`src/pkg/accr_pkg.sv`:
```
// Package: offsets, reset values and field layouts of the channel registers
package accr_pkg;

  localparam int          ACCR_AW              = 8;
  localparam int          ACCR_DW              = 16;

  localparam logic [7:0]  ACCR_CH5_SETUP_ADDR  = 8'h22;
  localparam logic [7:0]  ACCR_CH5_OFS_HI_ADDR = 8'h23;
  localparam logic [7:0]  ACCR_CH5_OFS_LO_ADDR = 8'h24;
  localparam logic [7:0]  ACCR_CH5_GN_HI_ADDR  = 8'h25;
  localparam logic [7:0]  ACCR_CH5_GN_LO_ADDR  = 8'h26;
  localparam logic [7:0]  ACCR_CH6_SETUP_ADDR  = 8'h27;
  localparam logic [7:0]  ACCR_CH6_OFS_HI_ADDR = 8'h28;

  localparam logic [15:0] ACCR_SETUP_RST       = 16'h0000;
  localparam logic [15:0] ACCR_OFS_HI_RST      = 16'h0000;
  localparam logic [7:0]  ACCR_OFS_LO_RST      = 8'h00;
  localparam logic [15:0] ACCR_GN_HI_RST       = 16'h8000;
  localparam logic [7:0]  ACCR_GN_LO_RST       = 8'h00;
  localparam logic [15:0] ACCR_UNMAPPED_READ   = 16'h0000;

  // Setup word field positions
  localparam int          ACCR_DELAY_MSB       = 15;
  localparam int          ACCR_DELAY_LSB       = 6;
  localparam int          ACCR_DCOFF_BIT       = 2;
  localparam int          ACCR_ROUTE_MSB       = 1;

  typedef enum logic [1:0] {
    ACCR_ROUTE_OWN_PINS = 2'h0,
    ACCR_ROUTE_SHORTED  = 2'h1,
    ACCR_ROUTE_TEST_POS = 2'h2,
    ACCR_ROUTE_TEST_NEG = 2'h3
  } accr_route_t;

  typedef struct packed {
    logic signed [9:0] sample_delay;
    logic              dc_removal_off;
    accr_route_t       input_route;
  } accr_setup_t;

  typedef struct packed {
    logic [ACCR_AW-1:0] addr;
    logic [ACCR_DW-1:0] wdata;
    logic               wr;
    logic               rd;
  } accr_bus_req_t;

  typedef struct packed {
    accr_setup_t ch5_setup;
    logic [15:0] ch5_ofs_hi;
    logic [7:0]  ch5_ofs_lo;
    logic [15:0] ch5_gn_hi;
    logic [7:0]  ch5_gn_lo;
    accr_setup_t ch6_setup;
    logic [15:0] ch6_ofs_hi;
    logic [15:0] rdata;
  } accr_state_t;

endpackage : accr_pkg

```
`src/accr_regs.sv`:
```
// Channel five and six setup and calibration register bank
// Function
// Setup bits 15:6 hold signed sample delay
// Setup bit 2 turns off DC removal
// Two-bit input route selects pins, short, tests
// Upper offset word gives offset bits 23:8
// Lower offset high byte gives bits 7:0
// Upper gain word gives unsigned gain 23:8
// Lower gain high byte gives gain 7:0
// Channel five upper gain at 25h, reset 8000h
// Channel five upper offset at 23h, zero
// Channel five lower offset 24h, gain 26h
// Channel six setup at 27h, reset zero
// Channel six upper offset at 28h, zero
// Setup bits 5:3 read as zero
// Channel five setup at 22h, reset zero
// Reserved bits ignore writes, read zero
//
// Added by the designer: strobed register access.
`timescale 1ns/100ps
`default_nettype none
module accr_regs (
  input  wire logic               clk_sys,
  input  wire logic               rst,
  input  wire logic [7:0]         reg_addr,
  input  wire logic [15:0]        reg_wdata,
  input  wire logic               reg_wr,
  input  wire logic               reg_rd,
  output logic      [15:0]        reg_rdata,
  input  wire logic               global_dc_removal_setting,
  output accr_pkg::accr_setup_t   ch5_setup,
  output accr_pkg::accr_setup_t   ch6_setup,
  output logic                    ch5_dc_removal_on,
  output logic                    ch6_dc_removal_on,
  output logic signed [23:0]      ch5_offset,
  output logic        [23:0]      ch5_gain,
  output logic        [15:0]      ch6_offset_high_bits
);

  accr_pkg::accr_state_t st_r;
  accr_pkg::accr_state_t st_nxt;
  accr_pkg::accr_bus_req_t req;

  // Reserved bits are never stored, so they cannot read back nonzero
  function automatic accr_pkg::accr_setup_t unpack_setup(
    input logic [15:0] w
  );
    accr_pkg::accr_setup_t s;
    s.sample_delay   = w[accr_pkg::ACCR_DELAY_MSB:accr_pkg::ACCR_DELAY_LSB];
    s.dc_removal_off = w[accr_pkg::ACCR_DCOFF_BIT];
    s.input_route    = accr_pkg::accr_route_t'(w[accr_pkg::ACCR_ROUTE_MSB:0]);
    return s;
  endfunction : unpack_setup

  function automatic logic [15:0] pack_setup(
    input accr_pkg::accr_setup_t s
  );
    return {s.sample_delay, 3'h0, s.dc_removal_off, s.input_route};
  endfunction : pack_setup

  always_comb begin
    req = '{addr: reg_addr, wdata: reg_wdata, wr: reg_wr, rd: reg_rd};
  end

  always_comb begin
    st_nxt       = st_r;
    st_nxt.rdata = accr_pkg::ACCR_UNMAPPED_READ;
    if (req.wr) begin
      if (req.addr == accr_pkg::ACCR_CH5_SETUP_ADDR) begin
        st_nxt.ch5_setup = unpack_setup(req.wdata);
      end else if (req.addr == accr_pkg::ACCR_CH5_OFS_HI_ADDR) begin
        st_nxt.ch5_ofs_hi = req.wdata;
      end else if (req.addr == accr_pkg::ACCR_CH5_OFS_LO_ADDR) begin
        st_nxt.ch5_ofs_lo = req.wdata[15:8];
      end else if (req.addr == accr_pkg::ACCR_CH5_GN_HI_ADDR) begin
        st_nxt.ch5_gn_hi = req.wdata;
      end else if (req.addr == accr_pkg::ACCR_CH5_GN_LO_ADDR) begin
        st_nxt.ch5_gn_lo = req.wdata[15:8];
      end else if (req.addr == accr_pkg::ACCR_CH6_SETUP_ADDR) begin
        st_nxt.ch6_setup = unpack_setup(req.wdata);
      end else if (req.addr == accr_pkg::ACCR_CH6_OFS_HI_ADDR) begin
        st_nxt.ch6_ofs_hi = req.wdata;
      end
    end
    if (req.rd) begin
      if (req.addr == accr_pkg::ACCR_CH5_SETUP_ADDR) begin
        st_nxt.rdata = pack_setup(st_r.ch5_setup);
      end else if (req.addr == accr_pkg::ACCR_CH5_OFS_HI_ADDR) begin
        st_nxt.rdata = st_r.ch5_ofs_hi;
      end else if (req.addr == accr_pkg::ACCR_CH5_OFS_LO_ADDR) begin
        st_nxt.rdata = {st_r.ch5_ofs_lo, 8'h00};
      end else if (req.addr == accr_pkg::ACCR_CH5_GN_HI_ADDR) begin
        st_nxt.rdata = st_r.ch5_gn_hi;
      end else if (req.addr == accr_pkg::ACCR_CH5_GN_LO_ADDR) begin
        st_nxt.rdata = {st_r.ch5_gn_lo, 8'h00};
      end else if (req.addr == accr_pkg::ACCR_CH6_SETUP_ADDR) begin
        st_nxt.rdata = pack_setup(st_r.ch6_setup);
      end else if (req.addr == accr_pkg::ACCR_CH6_OFS_HI_ADDR) begin
        st_nxt.rdata = st_r.ch6_ofs_hi;
      end
    end
  end

  always_ff @(posedge clk_sys) begin
    if (rst) begin
      st_r.ch5_setup  <= unpack_setup(accr_pkg::ACCR_SETUP_RST);
      st_r.ch5_ofs_hi <= accr_pkg::ACCR_OFS_HI_RST;
      st_r.ch5_ofs_lo <= accr_pkg::ACCR_OFS_LO_RST;
      st_r.ch5_gn_hi  <= accr_pkg::ACCR_GN_HI_RST;
      st_r.ch5_gn_lo  <= accr_pkg::ACCR_GN_LO_RST;
      st_r.ch6_setup  <= unpack_setup(accr_pkg::ACCR_SETUP_RST);
      st_r.ch6_ofs_hi <= accr_pkg::ACCR_OFS_HI_RST;
      st_r.rdata      <= accr_pkg::ACCR_UNMAPPED_READ;
    end else begin
      st_r <= st_nxt;
    end
  end

  assign reg_rdata            = st_r.rdata;
  assign ch5_setup            = st_r.ch5_setup;
  assign ch6_setup            = st_r.ch6_setup;
  // Per-channel override only ever turns removal off, never forces it on
  assign ch5_dc_removal_on    = global_dc_removal_setting &
                                ~st_r.ch5_setup.dc_removal_off;
  assign ch6_dc_removal_on    = global_dc_removal_setting &
                                ~st_r.ch6_setup.dc_removal_off;
  assign ch5_offset           = {st_r.ch5_ofs_hi, st_r.ch5_ofs_lo};
  assign ch5_gain             = {st_r.ch5_gn_hi, st_r.ch5_gn_lo};
  // Lower half of channel six offset lives outside this bank
  assign ch6_offset_high_bits = st_r.ch6_ofs_hi;

endmodule : accr_regs
`default_nettype wire

```
`config.mk`:
```
export PLATFORM = sky130hd
export DESIGN_NAME = accr_regs
export DESIGN_NICKNAME = d
export VERILOG_FILES = /design/src/pkg/accr_pkg.sv /design/src/accr_regs.sv
export SDC_FILE = /design/constraint.sdc
export NUM_CORES = 1
export LEC_CHECK = 0
export ABC_AREA = 1
export BUFFER_PORTS_ARGS = -buffer_cell sky130_fd_sc_hd__clkbuf_2
export CAP_MARGIN = 15
export CORE_MARGIN = 4
export CORE_UTILIZATION = 45
export CTS_CLUSTER_SIZE = 25
export DETAILED_ROUTE_END_ITERATION = 8
export GPL_ROUTABILITY_DRIVEN = 0
export PLACE_DENSITY = 0.77
export SYNTH_ARGS = -nofsm -noshare
export SYNTH_HDL_FRONTEND = slang
export SYNTH_SLANG_ARGS = --single-unit
```
`constraint.sdc`:
```
create_clock -name clk_sys -period 1.6 [get_ports clk_sys]
set_clock_uncertainty 0.1 [all_clocks]
set_input_delay 0.16 -clock clk_sys [delete_from_list [all_inputs] [get_ports clk_sys]]
set_output_delay 0.16 -clock clk_sys [all_outputs]
set_load 0.02 [all_outputs]
```
==> results of run 1 <==
-- per-stage QoR --
step                setup TNS [ns]  area, um2
floorplan                        0       4560
global placement                 0       5480
detailed placement          -0.178       5480
CTS                              0       5730
global route                     0       5730
finish                           0       5730
-- cells in the mapped netlist --
library cell and count:
buf_6 4, a41oi_1 1, buf_4 5, nand3b_4 1, dfxtp_1 106, nand3b_1 1, nor2_2 2, nor2_4 2
nor2_1 41, nand4_1 3, nor3_4 1, a21oi_1 92, inv_1 71, clkinv_1 1, nor2_8 1, o21ai_0 40
o211ai_1 3, nand2_1 178, nand4_2 1, a31oi_1 4, o21bai_1 1, clkbuf_1 10, nand2_2 5, buf_1 1
nand2_4 2, nand3_1 45, inv_2 4, buf_2 11, o21ai_1 2, o221ai_1 1
-- worst paths after layout --
kind	endpoint	cells after the start	slack [ns]
worst max register to register	reg_rdata[13]	6	0.47
worst min register to register	ch6_setup[3]	2	0.37
worst max-delay path	ch5_dc_removal_on	2	0.27
worst min-delay path	ch6_offset_high_bits[7]	3	0.02
-- final cells by class --
class,count,area [um2],area share [%]
Sequential cell,106,2120,37.0
Multi-Input combinational cell,427,1970,34.5
Timing Repair Buffer,169,993,17.3
Inverter,76,285,4.98
Tap cell,133,166,2.90
Clock buffer,10,138,2.40
Clock inverter,6,50.0,0.874
-- metal layers --
layer  vias up  global-route usage (%)  part of all wire [%]  wire, um
met1      2191                    29.3                    39      5600
li1       2343                       -                     -         -
met4         0                    8.21                   2.4       343
met3        32                    5.21                   7.9      1130
met2       205                    44.1                    50      7120
met5         -                       0                     0         0
-- state kept, by name (all words and copies together) (netlist names) --
| signal | cells |
|---|---|
| ch5_gain | 24 |
| ch5_offset | 24 |
| ch5_setup | 13 |
| ch6_offset_high_bits | 16 |
| ch6_setup | 13 |
| reg_rdata | 16 |
-- worst max-delay path, stage by stage, from the launching register on --
cell and delay [ns]:
dfxtp_1 0.46, nor2_1 0.08, clkbuf_2 0.16
-- power by group through the flow --
stage                     combinational (mW)  sequential [mW]  clock, mW
after floorplan                        0.118             2.71          0
after global placement                 0.235             2.70          0
after detailed placement               0.241             2.70          0
after CTS                              0.254             2.64       1.61
after global routing                   0.281             2.65       1.71
final                                  0.256             2.64       1.59
-- cells by family after synthesis --
logic type,synth area share (%)
AND/OR/NAND/NOR,27.0
AO/OA/AOI/OAI,16.3
buffers and inverters,10.2
flip-flops,46.5
-- repair_timing --
| item | 4_1_cts | 5_1_grt |
|---|---|---|
| hold endpoints to repair | 11 | 0 |
| hold buffers | 6 | 0 |
| setup buffers | 0 | 0 |
==> flow_metrics.tcl, run 1 <==
set metrics [dict create \
    p_sw_share_pct 25.5 \
    p_leak_nw 2.74 \
    start_util_pct 46.4 \
    fin_nets 818 \
    relSlewSlack_pct 66.9 \
    dieArea_um2 11800 \
    netlist.area_leader.share_pct 46.5 \
    p_sw_mw 1.15 \
    timing.final.ws_setup_ns 0.270 \
    power_mw 4.49 \
    drc 0 \
    wl_per_cell_um 15.3 \
    power.density_nw_per_um2 784 \
    dpl.hpwl_mm 10.6 \
    layout_common_cells "nand2_1 (178), clkbuf_2 (136), dfxtp_1 (106), a21oi_1 (92), inv_1 (71)" \
    pin_count 137 \
    pwr-share-comb_pct 5.7 \
    finalSetupViolations 0 \
    timing.rr.start "ch6_offset_high_bits[13]" \
    io_buffers 136 \
    synthCells 640 \
    vias 4771 \
    ys_seq_elements 106 \
    fmax_mhz 752 \
    worstPathArrival_ns 1.07 \
    synth_top_cell_by_area "dfxtp_1" \
    vias_per_cell 5.15 \
    critPathKind "flop to output pin" \
    die_h_um 109 \
    maxSlewViolCount 0 \
    avgSynthCellArea_um2 7.13 \
    worst_pin_slew_ns 0.496 \
    utilization_pct 58.3 \
    dpl.cell_count 905 \
    cts_htree_levels 3 \
    routed_wl_mm 14.2 \
    rsz0062_at_grt "no" \
    hold_slack_ns 0.0159 \
    synth.yosys.seq_area_share_pct 46.5 \
    root_buffer "clkbuf_8" \
    cts_buffers 9 \
    core_um2 9820 \
    end_kind "output pin" \
    area_delta_synth_final_pct 25.6 \
    synthTopCellsByArea "dfxtp_1 (47%), nand2_1 (15%), a21oi_1 (10%)" \
    ant_nets 0 \
    antenna_found_initial 0 \
    num_rows 36 \
    crit_fanout 4 \
    instances_no_fill 927 \
    insertion_delay_ns 0.37 \
    synth_cell_types 30 \
    ir_drop_uv 425 \
    fillers 939 \
    p_seq_share_pct 58.9 \
    pwr-share-clk_pct 35.4 \
    maxCapViolCount 0 \
    num_antenna_cells 0 \
    cts_tree "done" \
    hp-class "primary input to flop" \
    final_common_cell "nand2_1" \
    p_int_mw 3.34 \
    min_period_ns 1.33 \
    startpoint_type "flop" \
    cp-startpoint "ch5_setup[2]" \
    grt_pass1_wl_mm 22.8 \
    syn-cell-area_um2 4560 \
    cts.path.max_buffers 2 \
    grt-ovfl-total 0 \
    cts_num_sinks 106 \
    drive_above_1_share_pct 24.9 \
    hp-start "reg_wdata[7]" \
    synth_nets 669 \
    timing.final.crit_share_pct 83.1 \
    postCtsResizedCells 0 \
    place_ws_ns -0.0435 \
    yosys_warnings 0 \
    hold_viol 0 \
    grt.total_usage_pct 24.6 \
    drt_iter0_markers 243 \
    drt_pass1_iterations 5 \
    status "finished clean" \
    die_x_um 109 \
    worstPathRequired_ns 1.34 \
    clk_pin_slew_worst_paths_ns 0.10 \
    grt_pass1_vias 4781 \
    grt_max_degree 46 \
]
(Power assumes the default switching activity.)
==> inputs of run 2 (changes only) <==
- PLACE_DENSITY: 0.77 -> 0.8
- clock period: 1.6 -> 1.2 ns (I/O delays scaled with it)
==> flow_metrics.tcl, run 2 (synthesis results as in run 1) <==
set metrics [dict create \
    status "finished clean" \
    slowest_stage "dfxtp_1" \
    vias 5000 \
    core_um2 9820 \
    ir_drop_uv 698 \
    start_util_pct 46.4 \
    worstHoldPathCells 3 \
    setup_tns_ns 0 \
    grt_pass1_vias 4907 \
    p_int_mw 4.39 \
    hold_slack_ns 0.00453 \
    routed_wl_mm 14.6 \
    place_area_um2 5730 \
    p_sw_mw 1.44 \
    pwr-share-comb_pct 7.2 \
    root_buffer "clkbuf_8" \
    layout_common_cells "nand2_1 (174), clkbuf_2 (121), a21oi_1 (91), dfxtp_1 (89), inv_1 (66)" \
    crit_chain "buf_2" \
    maxSlewViolCount 0 \
    timing.final.crit_share_pct 99.3 \
    cts_buffers 9 \
    hp-class "primary input to flop" \
    area_delta_synth_final_pct 34.0 \
    cts_tree "done" \
    worst_pin_slew_ns 0.497 \
    critPathMaxStageDelay_ns 0.40 \
    reg2reg_depth 6 \
    vias_per_cell 5.28 \
    critPathTopFamily "flip-flops" \
    num_antenna_cells 0 \
    fin_nets 841 \
    worstPathRequired_ns 0.98 \
    grt-ovfl-total 0 \
    rsz0062_at_grt "yes" \
    startpoint_type "flop" \
    grt_pass1_wl_mm 23.2 \
    power.density_nw_per_um2 955 \
    io_buffers 136 \
    p_sw_share_pct 24.7 \
    drc 0 \
    relSlewSlack_pct 66.8 \
    insertion_delay_ns 0.37 \
    fmax_mhz 839 \
    fin_area_um2 6110 \
    drive_above_1_share_pct 30.1 \
    timing.final.ws_setup_ns 0.00811 \
    power_mw 5.84 \
    reg2reg_slack_ns 0.05 \
    ant_nets 0 \
    p_leak_nw 2.89 \
    grt_max_degree 46 \
    grt.total_usage_pct 25.2 \
    cts_htree_levels 3 \
    place_ws_ns -0.410 \
    crit_fanout 3 \
    antenna_found_initial 0 \
    drt_iter0_markers 313 \
    num_rows 36 \
    hold_viol 0 \
    clk_pin_slew_worst_paths_ns 0.10 \
    hp-start "reg_wdata[8]" \
    pin_count 137 \
    die_h_um 109 \
    min_period_ns 1.19 \
    maxCapViolCount 0 \
    final_common_cell "nand2_1" \
    timing.rr.start "ch6_offset_high_bits[13]" \
    dpl.hpwl_mm 10.9 \
    r2r-end "reg_rdata[13]" \
    hold_path_end "ch5_offset[0]" \
    die_x_um 109 \
    worstPathArrival_ns 0.97 \
    drt_pass1_iterations 5 \
    cts_num_sinks 106 \
    end_kind "output pin" \
    p_seq_share_pct 60.3 \
    cts.path.max_buffers 2 \
    pwr-share-clk_pct 32.5 \
    finalSetupViolations 0 \
    crit_buf_inv 1 \
    wl_per_cell_um 15.5 \
    dieArea_um2 11800 \
    critPathKind "flop to output pin" \
]
[run 2: changes by cell type in the layout (fill, tap and decap cells not counted), sizes merged]
cell,previous run,this run
clkinvlp,2,4
nor2,46,47
inv,77,75
clkinv,3,1
dlygate4sd3,6,14
buf,27,56
clkbuf,146,130
[run 2: power groups by stage]
stage / logic (mW) / clock network (mW) / registers (mW)
floorplan: 0.179 / 0 / 3.61
global placement: 0.355 / 0 / 3.61
detailed placement: 0.364 / 0 / 3.61
CTS: 0.407 / 1.91 / 3.52
global route: 0.451 / 2.05 / 3.52
finish: 0.420 / 1.89 / 3.52
[run 2: final cells by class]
class,instances,area (um2)
Inverter,76,319
Clock inverter,4,31.3
Timing Repair Buffer,191,1260
Multi-Input combinational cell,428,2070
Sequential cell,106,2150
Fill cell,888,3710
Clock buffer,9,124
Tap cell,133,166
[run 2: worst max-delay path by stage]
stage,depth (start not counted),slack [ns],start,endpoint
after global placement,11,-0.36,reg_addr[7],reg_rdata[15]
after floorplan,11,-0.05,reg_addr[7],ch5_gain[20]
after detailed placement,9,-0.41,reg_addr[7],ch6_setup[10]
final,1,0.008,ch5_gain[8],ch5_gain[8]
after global routing,1,-0.02,ch5_gain[4],ch5_gain[4]
after CTS,2,-0.006,ch5_setup[2],ch5_dc_removal_on
[run 2: routing by layer]
metal	vias up	GRT usage (%)	wire, um
met2	259	45.5	7520
met3	39	4.68	1300
met5	-	0	0
met1	2308	28.9	5340
met4	0	11.3	463
li1	2394	-	-
[run 2: repair_timing]
action | CTS | global route
pin swaps | 2 | 3
endpoints found under the setup margin | 11 | 31
buffers inserted | 2 | 0
cloned | 1 | 0
gates resized for setup | 5 | 45
hold buffers | 14 | 0
endpoints found under the hold margin | 38 | 0
[run 2: stage by stage]
stage	std cells	utilization [%]
after global routing	947	62.3
after floorplan	640	-
after detailed placement	917	58.3
final	947	62.3
after global placement	917	58.3
after CTS	947	61.7
[run 2: worst reg2reg max path, stage by stage (launching register included)]
cell and delay (ns):
dfxtp_1 0.35, nand3_1 0.09, o21ai_0 0.10, a21oi_1 0.19, nand3_1 0.11, nand2_1 0.08
nand2_1 0.05
==> inputs of run 3 (changes only) <==
- PLACE_DENSITY: 0.8 -> 0.77
- clock period: 1.2 -> 1.3 ns (I/O delays scaled with it)
==> flow_metrics.tcl, run 3 (synthesis results as in run 1) <==
set metrics [dict create \
    vias 4914 \
    power.density_nw_per_um2 982 \
    dpl.cell_count 921 \
    vias_per_cell 5.18 \
    grt_max_degree 46 \
    root_buffer "clkbuf_8" \
    setup_tns_ns 0 \
    routed_wl_mm 14.5 \
    crit_fanout 4 \
    hold_viol 0 \
    timing.rr.start "ch6_offset_high_bits[11]" \
    insertion_delay_ns 0.37 \
    post_cts_buffers 0 \
    dieArea_um2 11800 \
    end_kind "output pin" \
    clk_pin_slew_worst_paths_ns 0.10 \
    cts_num_sinks 106 \
    cts_htree_levels 3 \
    place_area_um2 5630 \
    cts.path.max_buffers 2 \
    maxSlewViolCount 0 \
    area_delta_synth_final_pct 31.3 \
    status "finished clean" \
    drt_iter0_markers 259 \
    antenna_found_initial 0 \
    finalSetupViolations 0 \
    grt_pass1_vias 4675 \
    worstPathArrival_ns 0.99 \
    p_leak_nw 2.86 \
    instances_no_fill 949 \
    start_util_pct 46.4 \
    cts_buffers 9 \
    fin_area_um2 5990 \
    worst_pin_slew_ns 0.492 \
    num_antenna_cells 0 \
    num_rows 36 \
    grt-ovfl-total 0 \
    critPathKind "flop to output pin" \
    cts_tree "done" \
    fin_nets 840 \
    ant_nets 0 \
    dpl.hpwl_mm 10.9 \
    rsz0062_at_grt "no" \
    drive_above_1_share_pct 26.6 \
    fmax_mhz 819 \
    relSlewSlack_pct 67.2 \
    timing.final.crit_share_pct 93.9 \
    hp-start "reg_wdata[15]" \
    hp-class "primary input to flop" \
    min_period_ns 1.22 \
    core_um2 9820 \
    startpoint_type "flop" \
    worstPathRequired_ns 1.07 \
    ir_drop_uv 691 \
    final_common_cell "nand2_1" \
    grt.total_usage_pct 25.0 \
    drt_pass1_iterations 5 \
    wl_per_cell_um 15.3 \
    drc 0 \
    pin_count 137 \
    die_x_um 109 \
    layout_common_cells "nand2_1 (178), clkbuf_2 (135), dfxtp_1 (104), a21oi_1 (92), inv_1 (70)" \
    fillers 935 \
    grt_pass1_wl_mm 23.0 \
    cp-startpoint "ch6_setup[2]" \
    die_h_um 109 \
    io_buffers 136 \
    maxCapViolCount 0 \
]
run 3: cell types whose count changed in the layout (fill, tap and decap cells not counted), moves of 4 or more:
cell	before	now
buf_2	11	0
buf_4	34	38
clkbuf_2	121	135
dfxtp_1	89	104
dfxtp_2	16	2
inv_1	66	70
nand2_1	174	178
nor2_1	35	40
nor2_4	7	3
o21ai_0	33	40
o21ai_1	9	2
run 3: through the flow:
stage | hold slack (ns) | worst slack, ns | total power [mW] | utilization (%)
after floorplan | 0.158 | 0.0111 | 3.48 | -
after global placement | 0.304 | -0.185 | 3.64 | 57.4
after detailed placement | 0.317 | -0.224 | 3.65 | 57.4
after CTS | 0.0123 | 0.0330 | 5.92 | 60.9
after global routing | 0.0226 | 0.00351 | 6.09 | 61.0
final | 0.0298 | 0.0790 | 5.88 | 61.0
run 3: final cells by class:
type / instances / area [um2] / share of cell area (%)
inverters: 76 / 289 / 4.83
clock inverters: 5 / 85.1 / 1.42
repair buffers: 191 / 1200 / 20.1
clock buffers: 11 / 141 / 2.36
multi-input cells: 427 / 1980 / 33.1
flip-flops and latches: 106 / 2120 / 35.5
well taps: 133 / 166 / 2.78
run 3: routing by layer:
layer | vias to the layer above | part of all wire [%] | wire length, um | track usage [%]
li1 | 2384 | - | - | -
met1 | 2249 | 37 | 5340 | 29.2
met2 | 248 | 51 | 7410 | 44.4
met3 | 33 | 9.6 | 1390 | 6.22
met4 | 0 | 2.4 | 343 | 9.11
met5 | - | 0 | 0 | 0
run 3: what timing repair did:
| item | 4_1_cts | 5_1_grt |
|---|---|---|
| gates resized for setup | 0 | 6 |
| hold buffers | 12 | 0 |
| endpoints found under the hold margin | 28 | 0 |
| setup endpoints to repair | 0 | 4 |
run 3: path summary, 6_finish.rpt:
kind                                   end  slack (ns)  depth (start not counted)
hold reg to reg               ch6_setup[6]        0.37                          2
setup / recovery         ch6_dc_removal_on        0.08                          2
hold / removal    ch6_offset_high_bits[15]        0.03                          3
setup reg to reg             reg_rdata[11]        0.18                          6
run 3: critical path: stages (launching register included):
cell	delay, ns
dfxtp_2	0.36
nor2_1	0.10
clkbuf_2	0.17
run 3: where the power goes:
part | switching, mW | total (mW) | internal [mW]
Clock | 1.12 | 2.27 | 1.15
Combinational | 0.232 | 0.355 | 0.123
Sequential | 0.00400 | 3.25 | 3.25
Total | 1.36 | 5.88 | 4.52
